[src/ssx_cfg.svh]
/*
 * Constants of the skip, swap, table-read and exclusive-OR execution block.
 * Assumes inclusion by bare name from every file that needs the figures.
 */
`ifndef SSX_CFG_SVH
`define SSX_CFG_SVH

`define SSX_DATA_W 8
`define SSX_NIBBLE_W 4
`define SSX_PM_ADDR_W 13
`define SSX_PM_WORD_W 16
`define SSX_OFFSET_W 8
`define SSX_HIGH_BYTE_RESET 8'h00
`define SSX_SKIP_CYCLES 2
`define SSX_PLAIN_CYCLES 1
`define SSX_TABLE_CYCLES 2

`endif

[src/ssx_pkg.sv]
/*
 * Types of the execution block: the instruction group and the sequencer states.
 * Assumes nothing beyond a SystemVerilog compiler.
 */
`default_nettype none

package ssx_pkg;

    typedef enum logic [3:0] {
        OP_NONE = 4'h0,
        OP_NIBBLE_SWAP_TO_ACCUM = 4'h1,
        OP_SKIP_WHEN_NULL = 4'h2,
        OP_COPY_AND_SKIP_WHEN_NULL = 4'h3,
        OP_SKIP_BIT_CLEAR = 4'h4,
        OP_TABLE_READ_CURRENT_PAGE = 4'h5,
        OP_TABLE_READ_FINAL_PAGE = 4'h6,
        OP_XOR_TO_ACCUM = 4'h7,
        OP_EXCLUSIVE_OR_TO_MEMORY = 4'h8,
        OP_XOR_LITERAL = 4'h9
    } ssx_op_e;

    typedef enum logic [2:0] {
        ST_READY = 3'b001,
        ST_DUMMY = 3'b010,
        ST_TABLE = 3'b100
    } ssx_state_e;

endpackage : ssx_pkg

`default_nettype wire

[src/ssx_tbl_fetch.sv]
/*
 * Program memory address generator for table reads.
 * Assumes the program memory answers a request in the cycle the request stands.
 */
`include "ssx_cfg.svh"
`timescale 1ns/1ns
`default_nettype none

module ssx_tbl_fetch #(
    parameter int PA_W = `SSX_PM_ADDR_W
) (
    input wire logic clk,
    input wire logic rst,
    input wire logic start,
    input wire logic final_page,
    input wire logic [PA_W-1:0] pc,
    input wire logic [`SSX_OFFSET_W-1:0] table_pointer_reg,
    output logic [PA_W-1:0] pm_addr_reg,
    output logic pm_req_reg
);

    localparam int PG_W = PA_W - `SSX_OFFSET_W;

    logic [PG_W-1:0] page_next;

    // The final page is the page whose number has every bit set.
    always_comb begin
        page_next = final_page ? {PG_W{1'b1}} : pc[PA_W-1:`SSX_OFFSET_W];
    end

    always_ff @(posedge clk or posedge rst) begin
        if (rst) begin
            pm_addr_reg <= '0;
        end else if (start) begin
            pm_addr_reg <= {page_next, table_pointer_reg};
        end
    end

    always_ff @(posedge clk or posedge rst) begin
        if (rst) begin
            pm_req_reg <= 1'b0;
        end else begin
            pm_req_reg <= start;
        end
    end
endmodule : ssx_tbl_fetch

`default_nettype wire

[src/ssx_exec.sv]
/*
 * Execution unit for nibble swap into the accumulator, zero and bit skips,
 * table reads with the high-byte latch, and the exclusive-OR group.
 * Assumes the core presents the operand byte, accumulator and literal in the
 * cycle the operation is offered, and applies the registered write strobes.
 */
// What this block does
// - Nibble swap puts operand high nibble in accumulator low nibble, memory untouched.
// - Skip-when-null skips the next instruction when the operand byte is zero.
// - A taken skip discards the prefetched instruction and adds one dummy cycle.
// - Copy-and-skip loads the operand into the accumulator and skips if zero.
// - Bit skip skips only when the selected operand bit is clear.
// - Current page table read fetches current page word at the table pointer offset.
// - Table read writes low byte to memory and high byte to the latch.
// - Final page table read fetches from the last page at the pointer offset.
// - Exclusive-OR to accumulator stores result in accumulator, updates only zero flag.
// - Exclusive-OR to memory writes memory, keeps accumulator, updates zero flag.
// - Literal exclusive-OR combines accumulator with literal, updates zero flag.
`include "ssx_cfg.svh"
`timescale 1ns/1ns
`default_nettype none

module ssx_exec #(
    parameter int PA_W = `SSX_PM_ADDR_W
) (
    input wire logic clk,
    input wire logic rst,
    input wire logic op_valid,
    input wire ssx_pkg::ssx_op_e op_code,
    input wire logic [2:0] bit_sel,
    input wire logic [`SSX_DATA_W-1:0] literal,
    input wire logic [`SSX_DATA_W-1:0] mem_rdata,
    input wire logic [`SSX_DATA_W-1:0] acc_in,
    input wire logic [PA_W-1:0] pc,
    input wire logic [`SSX_OFFSET_W-1:0] table_pointer_reg,
    input wire logic [`SSX_PM_WORD_W-1:0] pm_rdata,
    output logic ready_reg,
    output logic skip_reg,
    output logic acc_we_reg,
    output logic [`SSX_DATA_W-1:0] acc_wdata_reg,
    output logic mem_we_reg,
    output logic [`SSX_DATA_W-1:0] mem_wdata_reg,
    output logic z_we_reg,
    output logic z_wdata_reg,
    output logic [`SSX_DATA_W-1:0] table_high_byte_reg,
    output logic [PA_W-1:0] pm_addr_reg,
    output logic pm_req_reg
);

    if (PA_W <= `SSX_OFFSET_W || PA_W > 24) begin : g_bad_width
        $error("PA_W must exceed the table pointer width and stay at or below 24.");
    end

    ssx_pkg::ssx_state_e state_reg;
    ssx_pkg::ssx_state_e state_next;
    logic take;
    logic is_table;
    logic is_final;
    logic skip_next;
    logic [`SSX_DATA_W-1:0] swapped;
    logic [`SSX_DATA_W-1:0] xor_mem;
    logic [`SSX_DATA_W-1:0] xor_lit;

    assign take = op_valid && ready_reg;
    assign is_final = op_code == ssx_pkg::OP_TABLE_READ_FINAL_PAGE;
    assign is_table = op_code == ssx_pkg::OP_TABLE_READ_CURRENT_PAGE || is_final;
    assign xor_mem = acc_in ^ mem_rdata;
    assign xor_lit = acc_in ^ literal;

    // Each result nibble takes the opposite nibble of the operand.
    for (genvar i = 0; i < `SSX_NIBBLE_W; i++) begin : g_swap
        assign swapped[i] = mem_rdata[i + `SSX_NIBBLE_W];
        assign swapped[i + `SSX_NIBBLE_W] = mem_rdata[i];
    end

    always_comb begin
        skip_next = 1'b0;
        unique case (op_code)
            ssx_pkg::OP_SKIP_WHEN_NULL,
            ssx_pkg::OP_COPY_AND_SKIP_WHEN_NULL: begin
                skip_next = mem_rdata == '0;
            end
            ssx_pkg::OP_SKIP_BIT_CLEAR: begin
                skip_next = !mem_rdata[bit_sel];
            end
            default: begin
                skip_next = 1'b0;
            end
        endcase
    end

    always_comb begin
        state_next = state_reg;
        unique case (state_reg)
            ssx_pkg::ST_READY: begin
                if (take && skip_next) begin
                    state_next = ssx_pkg::ST_DUMMY;
                end else if (take && is_table) begin
                    state_next = ssx_pkg::ST_TABLE;
                end
            end
            ssx_pkg::ST_DUMMY: begin
                state_next = ssx_pkg::ST_READY;
            end
            ssx_pkg::ST_TABLE: begin
                state_next = ssx_pkg::ST_READY;
            end
        endcase
    end

    always_ff @(posedge clk or posedge rst) begin
        if (rst) begin
            state_reg <= ssx_pkg::ST_READY;
        end else begin
            state_reg <= state_next;
        end
    end

    // Ready falls for the dummy cycle of a skip and for the table fetch cycle.
    always_ff @(posedge clk or posedge rst) begin
        if (rst) begin
            ready_reg <= 1'b1;
        end else begin
            ready_reg <= state_next == ssx_pkg::ST_READY;
        end
    end

    // One pulse tells the fetch stage to discard its prefetched instruction.
    always_ff @(posedge clk or posedge rst) begin
        if (rst) begin
            skip_reg <= 1'b0;
        end else begin
            skip_reg <= take && skip_next;
        end
    end

    always_ff @(posedge clk or posedge rst) begin
        if (rst) begin
            acc_we_reg <= 1'b0;
            acc_wdata_reg <= '0;
        end else begin
            acc_we_reg <= 1'b0;
            if (take) begin
                unique case (op_code)
                    ssx_pkg::OP_NIBBLE_SWAP_TO_ACCUM: begin
                        acc_we_reg <= 1'b1;
                        acc_wdata_reg <= swapped;
                    end
                    ssx_pkg::OP_COPY_AND_SKIP_WHEN_NULL: begin
                        acc_we_reg <= 1'b1;
                        acc_wdata_reg <= mem_rdata;
                    end
                    ssx_pkg::OP_XOR_TO_ACCUM: begin
                        acc_we_reg <= 1'b1;
                        acc_wdata_reg <= xor_mem;
                    end
                    ssx_pkg::OP_XOR_LITERAL: begin
                        acc_we_reg <= 1'b1;
                        acc_wdata_reg <= xor_lit;
                    end
                    default: begin
                        acc_we_reg <= 1'b0;
                    end
                endcase
            end
        end
    end

    // Memory is written by the memory-destination exclusive-OR and by table reads.
    always_ff @(posedge clk or posedge rst) begin
        if (rst) begin
            mem_we_reg <= 1'b0;
            mem_wdata_reg <= '0;
        end else if (state_reg == ssx_pkg::ST_TABLE) begin
            mem_we_reg <= 1'b1;
            mem_wdata_reg <= pm_rdata[`SSX_DATA_W-1:0];
        end else if (take && op_code == ssx_pkg::OP_EXCLUSIVE_OR_TO_MEMORY) begin
            mem_we_reg <= 1'b1;
            mem_wdata_reg <= xor_mem;
        end else begin
            mem_we_reg <= 1'b0;
        end
    end

    always_ff @(posedge clk or posedge rst) begin
        if (rst) begin
            table_high_byte_reg <= `SSX_HIGH_BYTE_RESET;
        end else if (state_reg == ssx_pkg::ST_TABLE) begin
            table_high_byte_reg <= pm_rdata[`SSX_PM_WORD_W-1:`SSX_DATA_W];
        end
    end

    // Only the exclusive-OR group touches a flag, and only the zero flag.
    always_ff @(posedge clk or posedge rst) begin
        if (rst) begin
            z_we_reg <= 1'b0;
            z_wdata_reg <= 1'b0;
        end else begin
            z_we_reg <= 1'b0;
            if (take) begin
                if (op_code == ssx_pkg::OP_XOR_TO_ACCUM || op_code == ssx_pkg::OP_EXCLUSIVE_OR_TO_MEMORY) begin
                    z_we_reg <= 1'b1;
                    z_wdata_reg <= xor_mem == '0;
                end else if (op_code == ssx_pkg::OP_XOR_LITERAL) begin
                    z_we_reg <= 1'b1;
                    z_wdata_reg <= xor_lit == '0;
                end
            end
        end
    end

    ssx_tbl_fetch #(
        .PA_W(PA_W)
    ) u_fetch (
        .clk(clk),
        .rst(rst),
        .start(take && is_table),
        .final_page(is_final),
        .pc(pc),
        .table_pointer_reg(table_pointer_reg),
        .pm_addr_reg(pm_addr_reg),
        .pm_req_reg(pm_req_reg)
    );
endmodule : ssx_exec

`default_nettype wire

[config.mk]
export PLATFORM = sky130hd
export DESIGN_NAME = ssx_exec
export DESIGN_NICKNAME = d
export VERILOG_FILES = /design/src/ssx_pkg.sv /design/src/ssx_tbl_fetch.sv /design/src/ssx_exec.sv
export VERILOG_INCLUDE_DIRS = /design/src /design/src/src
export SDC_FILE = /design/constraint.sdc
export NUM_CORES = 1
export LEC_CHECK = 0
export ABC_AREA = 1
export BUFFER_PORTS_ARGS = -buffer_cell sky130_fd_sc_hd__clkbuf_2
export CORE_ASPECT_RATIO = 0.8
export CORE_UTILIZATION = 52
export CTS_BUF_LIST = sky130_fd_sc_hd__clkbuf_2 sky130_fd_sc_hd__clkbuf_4 sky130_fd_sc_hd__clkbuf_8
export DETAILED_ROUTE_END_ITERATION = 16
export PLACE_DENSITY = 0.87
export REMOVE_ABC_BUFFERS = 1
export SLEW_MARGIN = 25
export SYNTH_ARGS = -nofsm -noshare
export SYNTH_HDL_FRONTEND = slang
export SYNTH_SLANG_ARGS = --single-unit
[constraint.sdc]
create_clock -name clk -period 2.95 [get_ports clk]
set_input_delay 0.1475 -clock clk [delete_from_list [all_inputs] [get_ports clk]]
set_output_delay 0.1475 -clock clk [all_outputs]
set_load 0.01 [all_outputs]
== Word-level counts from Yosys, hierarchy flattened ==
Index checks and enable logic that the tools add are counted.
Widths: inputs -> output; s select.
Cells by class
  reductions and logical operators: 18
  order comparisons: 1
  eq/ne operators: 13
  bitwise gates (word level): 2
  div/mod/pow operators: 0
  mux-type cells: 19
  multipliers: 0
  shift-type cells: 0
  add/subtract/negate cells: 0
Operator list (number)
  $pmux 8 s4: 1
  $logic_not 8->1: 3
  $eq 4x3->1 const B: 4
  $mux 8: 2
  $xor 8x8->8: 2
  $mux 1: 10
  $eq 4x2->1 const B: 2
  $eq 4x4->1 const B: 2
  $eq 3x1->1 const B: 2
  $mux 3: 2
  $pmux 3 s2: 1
  $mux 5: 1
  $eq 4x1->1 const B: 1
  $logic_and 1x1->1: 4
  $lt 3x4->1 const B: 1
  $reduce_and 2->1: 2
  $reduce_bool 2->1: 2
  $reduce_bool 4->1: 1
  $reduce_or 2->1: 2
  $reduce_or 4->1: 1
  $bmux 1 s3: 1
  $eq 3x2->1 const B: 1
  $eq 3x3->1 const B: 1
  $logic_or 1x1->1: 2
  other kinds (2): 2
Word-level totals
  memories kept: 0
  latch bits: 0
  bits in writable memories: 0
  ROM bits: 0
  output and inout bits: 44
  bits in registers: 47

== Logic depth before layout (Yosys ltp) ==
Gate-level depths: netlist of the first run.
  depth in word-level cells: 8
  depth in mapped cells: 12
  mapped depth without buffers: 12

== Hierarchy ==
A second synthesis of the first run with hierarchy kept.
Unflattened totals
  cell total of the unflattened synthesis: 306
  area total of the unflattened synthesis: 2444.8 um^2
Modules (own cells, without submodules)
  ssx_exec: area each 1909.3 um^2, seq. area each 828.3 um^2, cells each 249, instances 1
  ssx_tbl_fetch: area each 535.5 um^2, seq. area each 350.3 um^2, cells each 57, instances 1

== Worst setup path after synthesis of the first run ==
No wires, ideal clock.
  kind: reg-to-reg
  from: register ready_reg
  to: register ready_reg
  path slack: 1.433 ns
  required time: 2.870 ns
  setup time: 0.080 ns
  clock period less this slack: 1.517 ns
  arrival: 1.436 ns
  stages on the path, launching flop included: 9
  cell sequence: dfstp_2 -> nand2_1 -> inv_1 -> nand4_1 -> inv_1 -> buf_2 -> nor2_1 -> a21oi_1 -> nor2_1
On the way
  word-level cells in the longest chain between the ends: 6
  elaborated cells between the ends (all ways): 7
Ends and longest elaborated chain
  from (decl): RTL line ssx_exec.sv:37  | output logic ready_reg,
  from (signal assigned): RTL line ssx_exec.sv:124  | ready_reg <= state_next == ssx_pkg::ST_READY;
  $logic_and 1x1->1 *: RTL line ssx_exec.sv:64  | assign take = op_valid && ready_reg;
  $logic_and 1x1->1: RTL line ssx_exec.sv:98  | end else if (take && is_table) begin
  $mux 3: RTL line ssx_exec.sv:98
  $mux 3 *: RTL line ssx_exec.sv:96  | if (take && skip_next) begin
  $pmux 3 s2 *: RTL line ssx_exec.sv:94  | unique case (state_reg)
  $eq 3x1->1 *: RTL line ssx_exec.sv:124
Every way passes the cells marked *; elsewhere a longest branch is shown, timed or not.
A chain may end at the register's enable or synchronous reset.

== Worst setup path after layout of the first run ==
Ends and elaborated chain as after synthesis.

==> results of run 1 <==
[synthesized netlist by cell type]
library cell                n
sky130_fd_sc_hd__a21oi_1    8
sky130_fd_sc_hd__a21oi_2    5
sky130_fd_sc_hd__a31oi_1    6
sky130_fd_sc_hd__a31oi_4    1
sky130_fd_sc_hd__buf_12     1
sky130_fd_sc_hd__buf_2      3
sky130_fd_sc_hd__clkbuf_1   3
sky130_fd_sc_hd__dfrtp_1   45
sky130_fd_sc_hd__dfstp_2    2
sky130_fd_sc_hd__inv_1     36
sky130_fd_sc_hd__inv_2      5
sky130_fd_sc_hd__inv_4      1
sky130_fd_sc_hd__nand2_1   96
sky130_fd_sc_hd__nand2_2    3
sky130_fd_sc_hd__nand2_4    1
sky130_fd_sc_hd__nand3_1   16
sky130_fd_sc_hd__nand3_4    1
sky130_fd_sc_hd__nand3b_1   2
sky130_fd_sc_hd__nand4_1    2
sky130_fd_sc_hd__nor2_1    19
sky130_fd_sc_hd__nor2_2     5
sky130_fd_sc_hd__nor2_4     2
sky130_fd_sc_hd__nor3_1     5
sky130_fd_sc_hd__nor3_4     1
sky130_fd_sc_hd__nor4_1     1
sky130_fd_sc_hd__o21a_1     5
sky130_fd_sc_hd__o21ai_0    4
sky130_fd_sc_hd__o21ai_1    2
sky130_fd_sc_hd__o21ai_2    2
sky130_fd_sc_hd__o21ai_4    1
sky130_fd_sc_hd__o221ai_1   2
sky130_fd_sc_hd__o22ai_1    2
sky130_fd_sc_hd__o311ai_1   4
sky130_fd_sc_hd__o31ai_4    1
sky130_fd_sc_hd__or2_1      1
sky130_fd_sc_hd__xnor2_1   12
sky130_fd_sc_hd__xor2_1     4
[worst max-delay path, cell delays in order, from the launching register on]
cell                      delay, ns
sky130_fd_sc_hd__dfstp_2       0.54
sky130_fd_sc_hd__nand2_1       0.14
sky130_fd_sc_hd__inv_1         0.18
sky130_fd_sc_hd__nand4_1       0.40
sky130_fd_sc_hd__inv_1         0.58
sky130_fd_sc_hd__nor2_1        0.08
sky130_fd_sc_hd__a21oi_1       0.20
sky130_fd_sc_hd__nor2_1        0.07
[layer usage]
metal / wire, um / GRT usage / up-vias / part of all wire
li1: - / - / 1201 / -
met1: 2781 / 0.3504 / 1120 / 0.45
met2: 2743 / 0.4060 / 118 / 0.45
met3: 538 / 0.06901 / 6 / 0.088
met4: 58 / 0.06473 / 0 / 0.0095
met5: 0 / 0 / - / 0
[final cells by class]
cell class                 count  area (um^2)  share of cell area
clock buffer                   8        91.34             0.02846
inverter                      42        161.4             0.05029
multi-input combinational    214         1165              0.3630
sequential                    47         1179              0.3673
tap                           60        75.07             0.02339
timing repair buffer         107        538.0              0.1676
[stage by stage]
step,std cells,cell area [um^2],setup slack [ns]
3_5_place_dp,470,3117,0.7288
6_report,478,3209,0.7026
3_3_place_gp,470,3117,0.7691
4_1_cts,478,3208,0.7178
2_1_floorplan,303,2504,0.8030
5_1_grt,478,3209,0.4486
[cell families (layout without fill, tap and decap cells)]
logic type	count (synthesis)	in the layout
flip-flops	47	47
XOR/XNOR	16	16
buffers and inverters	49	157
AO/OA/AOI/OAI	43	43
AND/OR/NAND/NOR	155	155
[final timing paths]
| path | start | endpoint | slack (ns) | cells past startpoint |
|---|---|---|---|---|
| max in group asynchronous | rst | acc_wdata_reg[2]$_DFFE_PP0P_ | 2.55 | 2 |
| min reg2reg | table_high_byte_reg[3]$_DFFE_PP0P_ | table_high_byte_reg[3]$_DFFE_PP0P_ | 0.48 | 2 |
| max | ready_reg$_DFF_PP1_ | ready_reg$_DFF_PP1_ | 0.70 | 7 |
| max reg2reg | ready_reg$_DFF_PP1_ | ready_reg$_DFF_PP1_ | 0.70 | 7 |
| min | rst | u_fetch.pm_addr_reg[0]$_DFFE_PP0P_ | -0.05 | 2 |
| min in group clk | table_pointer_reg[3] | u_fetch.pm_addr_reg[3]$_DFFE_PP0P_ | 0.04 | 3 |
[power by group through the flow]
stage	Clock, uW	Sequential, uW	Combinational [uW]
finish	396	644	150
global route	433	644	167
CTS	408	644	150
detailed placement	0	656	149
global placement	0	656	147
floorplan	0	657	75.6
==> metrics, run 1 <==
status finished with violations; failing checks hold timing; First-pass DRT Iterations 4; Post-Syn Instances between 300 and 400; power density over the cells 370.6 nW/um^2; Buffers on Ports approximately 110; xor-xnor portion of the synthesized cell area 0.05496; power dissipated by switching net loads 291.1 uW; Pwr Total 1189 uW; Max H-tree Level 2; initial antenna violation count 0; fin util 0.6899; leading post-synthesis cells by cell area sky130_fd_sc_hd__dfrtp_1, sky130_fd_sc_hd__nand2_1, sky130_fd_sc_hd__inv_1, sky130_fd_sc_hd__xnor2_1, sky130_fd_sc_hd__nand3_1; highest ir drop seen on vdd 0.0002996 V; setup repair after global routing missed its margin false; P_leak 0.001790 uW; TritonCTS buffer count 5; post_cts resized 0; fill cell instance count of the final layout 390; cell type contributing the most total cell area after synthesis sky130_fd_sc_hd__dfrtp_1; setup bufs post-CTS 0; Initial Util 0.5481; switch share 0.2447; number of antenna repair diodes 0; most common library cell in the layout ignoring fill and taps sky130_fd_sc_hd__clkbuf_2; CTS root buffer sky130_fd_sc_hd__clkbuf_8; vias in the first global route about 2300; class of the most critical setup path reg2reg; dpl hpwl 4790 um; hold buffer count at CTS 0; Clock Sinks 47; mux cell area share after synthesis 0; Worst Hold Margin -0.05281 ns; highest-count cells in the layout ignoring fill and taps sky130_fd_sc_hd__clkbuf_2, sky130_fd_sc_hd__nand2_1, sky130_fd_sc_hd__dfrtp_1; clock share of power 0.333; total grt overflow 0; gp weighted congestion 0.9273; Clock Path Buffers 2; fin crit period 2.247 ns; horizontal extent of the die 80.29 um; Seq/Total Area, Yosys 0.4622; share of power burned in registers 0.541; share of the cycle needed by the critical path after routing 0.7618; sort of element at the start of the critical path register; count of final setup violators 0; Slew Limit Headroom 0.3915; Slew @ Worst Pin 0.9127 ns; final-report max-slew violation count 0; net count reported at finish 488; Critical Path RT 3.18 ns; Area Growth Syn to Fin 25.86%; fmax 445.0 MHz; power share of the combinational group 0.126; area share of and/or/nand/nor cells after synthesis 0.2723; cell internal power dissipation 898.3 uW; count of synthesis-stage warnings from yosys 0; Worst Path Arrival about 2.5 ns; Hold Crit Class in2async; worst clock skew 0.007026 ns; Vert. Die Dim about 65 um; number of DRC markers in iteration 0 between 100 and 150; Die Footprint 5190 um^2; Maximum Capacitance Violations 0; post-synthesis cell area around 2500 um^2; I/O pins 115; clock latency at the later pin of the worst-skew pair 0.30 ns; crit path capture type register; floorplan row count 22; largest net degree at the start of global routing 48; Worst-path clk slew 0.07 ns; Core Footprint roughly 4700 um^2; area share of fa/ha/maj cells after synthesis 0; share of the synthesized area in the top cell type 0.4416; average size of a mapped cell 8.226 um^2; Distinct cells, synth 37; largest driver fanout on the critical path 20; share of the synthesized area in compound gates (AO/OA/AOI/OAI) 0.1295; wire length reported by the detailed router between 6000 and 7000 um; routed len/inst roughly 13 um; register bit count reported by yosys 47; largest family of logic cells by synthesized area simple AND/OR/NAND/NOR gates; clock tree from TritonCTS done; sum of negative setup slack 0 ns; number of flip-flops in the largest register 13; layout cells sized above 1 0.3517; total count of hold-check failures in the final report 45; DRC Markers 0; GR Util All Layers 0.2567; post-detailed-route via-to-cell ratio 5.115; DRT antenna net count 0; wire length of the first global-routing pass 10230 um; vias post-DR 2445
No activity file was read; power rests on OpenSTA's default activity.
==> run 2: changes to the inputs <==
CORE_UTILIZATION = 44   (was 52)
PLACE_DENSITY = 0.79   (was 0.87)
clock period = 2 ns   (was 2.95 ns; I/O delays follow)
==> run 2 against run 1 <==
  * The flow now finishes without violations
  * Wire length increased by 7.9%
  * Clock power rose by 42%
  * Maximum frequency up 33%
  * Power rose by 48%
  * Core utilization is 8.0 points lower
  * Largest cell class unchanged
==> metrics, run 2 (synthesis gave the netlist of run 1 again) <==
DRC Markers 0 (unchanged); Hold Crit Class in2reg (was in2async); GR Util All Layers 0.2276 (was 0.2567); Vert. Die Dim 70.09 um (was 64.64 um); share of the cycle needed by the critical path after routing 0.8433 (was 0.7618); switch share 0.2477 (was 0.2447); clock share of power 0.320 (was 0.333); TritonCTS buffer count 5 (unchanged); fin crit period 1.687 ns (was 2.247 ns); wire length reported by the detailed router 6606 um (was 6121 um); final cell count without fillers 511 (was 478); total grt overflow 0 (unchanged); net count reported at finish 504 (was 488); status complete, no violations (was finished with violations); Clock Path Buffers 2 (unchanged); largest driver fanout on the critical path 19 (was 20); start point of the critical path ready_reg$_DFF_PP1_ (unchanged); layout cells sized above 1 0.3487 (was 0.3517); power dissipated by switching net loads 434.5 uW (was 291.1 uW); floorplan row count 24 (was 22); Clock Sinks 47 (unchanged); Worst Hold Margin 0.003718 ns (was -0.05281 ns); clock latency at the later pin of the worst-skew pair 0.30 ns (about the same); dpl hpwl 5026 um (was 4790 um); Worst Path Arrival 1.91 ns (was 2.47 ns); First-pass DRT Iterations 4 (unchanged); DRT antenna net count 0 (unchanged); Die Footprint 6106 um^2 (was 5190 um^2); cell internal power dissipation 1320 uW (was 898.3 uW); Area Growth Syn to Fin 32.19% (was 25.86%); wire length of the first global-routing pass 10770 um (was 10230 um); gp weighted congestion 0.8790 (was 0.9273); number of buffer and inverter stages on the critical path 3 (was 2); fmax 592.9 MHz (was 445.0 MHz); sort of element at the start of the critical path register (unchanged); depth of the most critical reg-to-reg path 7 (unchanged); critical path, cell by cell nand2_1 -> inv_1 -> nand4_1 -> inv_1 -> buf_4 -> nor2_1 -> a31oi_1 (was nand2_1 -> inv_1 -> nand4_1 -> inv_1 -> nor2_1 -> a21oi_1 -> nor2_1); setup bufs post-CTS 0 (unchanged); standard cell with the maximum stage delay on the critical path sky130_fd_sc_hd__dfstp_2 (was sky130_fd_sc_hd__inv_1); Slew @ Worst Pin 0.5525 ns (was 0.9127 ns); family with the most delay on the worst path flip-flops (was buffers and inverters); share of power burned in registers 0.541 (about the same); setup repair after global routing missed its margin false (unchanged); sum of negative setup slack 0 ns (unchanged); count of final setup violators 0 (unchanged); total count of hold-check failures in the final report 0 (was 45); Crit Reg-Reg Startpoint ready_reg$_DFF_PP1_ (unchanged); number of flip-flops in the largest register 13 (unchanged); P_leak 0.001857 uW (was 0.001790 uW); post-detailed-route via-to-cell ratio 4.828 (was 5.115); class of the most critical setup path reg2reg (unchanged); clock tree from TritonCTS done (unchanged); vias post-DR 2467 (was 2445); Initial Util 0.4615 (was 0.5481); number of antenna repair diodes 0 (unchanged); routed len/inst 12.93 um (was 12.81 um); most common library cell in the layout ignoring fill and taps sky130_fd_sc_hd__clkbuf_2 (unchanged); crit path capture type register (unchanged); worst clock skew 0.006419 ns (was 0.007026 ns); highest-count cells in the layout ignoring fill and taps sky130_fd_sc_hd__clkbuf_2, sky130_fd_sc_hd__nand2_1, sky130_fd_sc_hd__dfrtp_1 (unchanged); Slew Limit Headroom 0.6311 (was 0.3915); vias in the first global route 2353 (was 2297); I/O pins 115 (unchanged); largest net degree at the start of global routing 26 (was 48); Critical Path RT 2.22 ns (was 3.18 ns); Crit path top cell by count sky130_fd_sc_hd__inv_1; largest incremental delay on the critical path 0.53 ns (was 0.58 ns); hold path cells 3; Stages on worst setup path 7 (unchanged); Max H-tree Level 2 (unchanged); Core Footprint 5525 um^2 (was 4652 um^2); final-report max-slew violation count 0 (unchanged); highest ir drop seen on vdd 0.0003402 V (was 0.0002996 V); horizontal extent of the die 87.11 um (was 80.29 um); number of DRC markers in iteration 0 205 (was 119); reg-to-reg endpoint u_fetch.pm_addr_reg[12]$_DFFE_PP0P_ (was ready_reg$_DFF_PP1_); Maximum Capacitance Violations 0 (unchanged); initial antenna violation count 0 (unchanged); internal reg-to-reg setup slack 0.31 ns (was 0.70 ns); CTS root buffer sky130_fd_sc_hd__clkbuf_8 (unchanged); power density over the cells 520.6 nW/um^2 (was 370.6 nW/um^2); worst hold start pm_rdata[11]; power share of the combinational group 0.139 (was 0.126); Worst-path clk slew 0.08 ns (was 0.07 ns); Post-Place Cells 493 (was 470); Buffers on Ports 106 (unchanged); post_cts resized 0 (unchanged); endpoint of the worst hold path table_high_byte_reg[3]$_DFFE_PP0P_
[run 2: changes by cell type in the layout (fill, tap and decap cells not counted), sizes merged]
cell         before  now
buf               1    6
dlygate4sd3       0   11
inv              41   42
clkinv            1    0
clkbuf          114  113
[run 2: worst register-to-register path, delay by kind of cell (launching register included)]
family | cells | cell delay [ns]
flip-flops | 1 | 0.53
AO/OA/AOI/OAI | 1 | 0.13
AND/OR/NAND/NOR | 3 | 0.42
buffers and inverters | 3 | 0.52
[run 2: layout make-up]
| type | count | area [um^2] |
|---|---|---|
| clock buffer | 7 | 83.83 |
| fill | 535 | 2155 |
| inverter | 42 | 160.2 |
| multi-input combinational | 214 | 1165 |
| sequential | 47 | 1179 |
| tap | 78 | 97.59 |
| timing repair buffer | 123 | 685.7 |
[run 2: what timing repair did]
| action | in CTS | in global routing |
|---|---|---|
| hold endpoints to repair | 31 | 0 |
| setup endpoints to repair | 0 | 0 |
| hold buffers | 11 | 0 |
[run 2: metrics by stage]
step,setup WS (ns),cell area [um^2],util,total power (uW)
final,0.3134,3371,0.6101,1755
after global routing,0.1503,3371,0.6101,1837
after CTS,0.3234,3371,0.6101,1771
after detailed placement,0.3321,3177,0.5750,1193
after global placement,0.3596,3177,0.5750,1190
after floorplan,-0.1470,2504,-,1080
[run 2: worst max-delay path by stage]
stage,endpoint,slack [ns]
global placement,u_fetch.pm_addr_reg[8]$_DFFE_PP0P_,0.36
finish,u_fetch.pm_addr_reg[12]$_DFFE_PP0P_,0.31
detailed placement,u_fetch.pm_addr_reg[8]$_DFFE_PP0P_,0.33
floorplan,mem_wdata_reg[0]$_DFFE_PP0P_,-0.15
global route,u_fetch.pm_addr_reg[9]$_DFFE_PP0P_,0.15
CTS,u_fetch.pm_addr_reg[8]$_DFFE_PP0P_,0.32
[run 2: power by group through the flow]
stage	combinational (uW)	sequential, uW	clock, uW
6_report	244	949	562
5_1_grt	269	950	618
4_1_cts	243	949	579
3_5_place_dp	224	968	0
3_3_place_gp	221	968	0
2_1_floorplan	111	968	0
[run 2: routing by layer]
layer,up-vias,global-route usage,share of wire
met1,1116,0.3017,0.44
met4,0,0.06375,0.011
met5,-,0,0
li1,1230,-,-
met2,112,0.3675,0.45
met3,9,0.06028,0.092
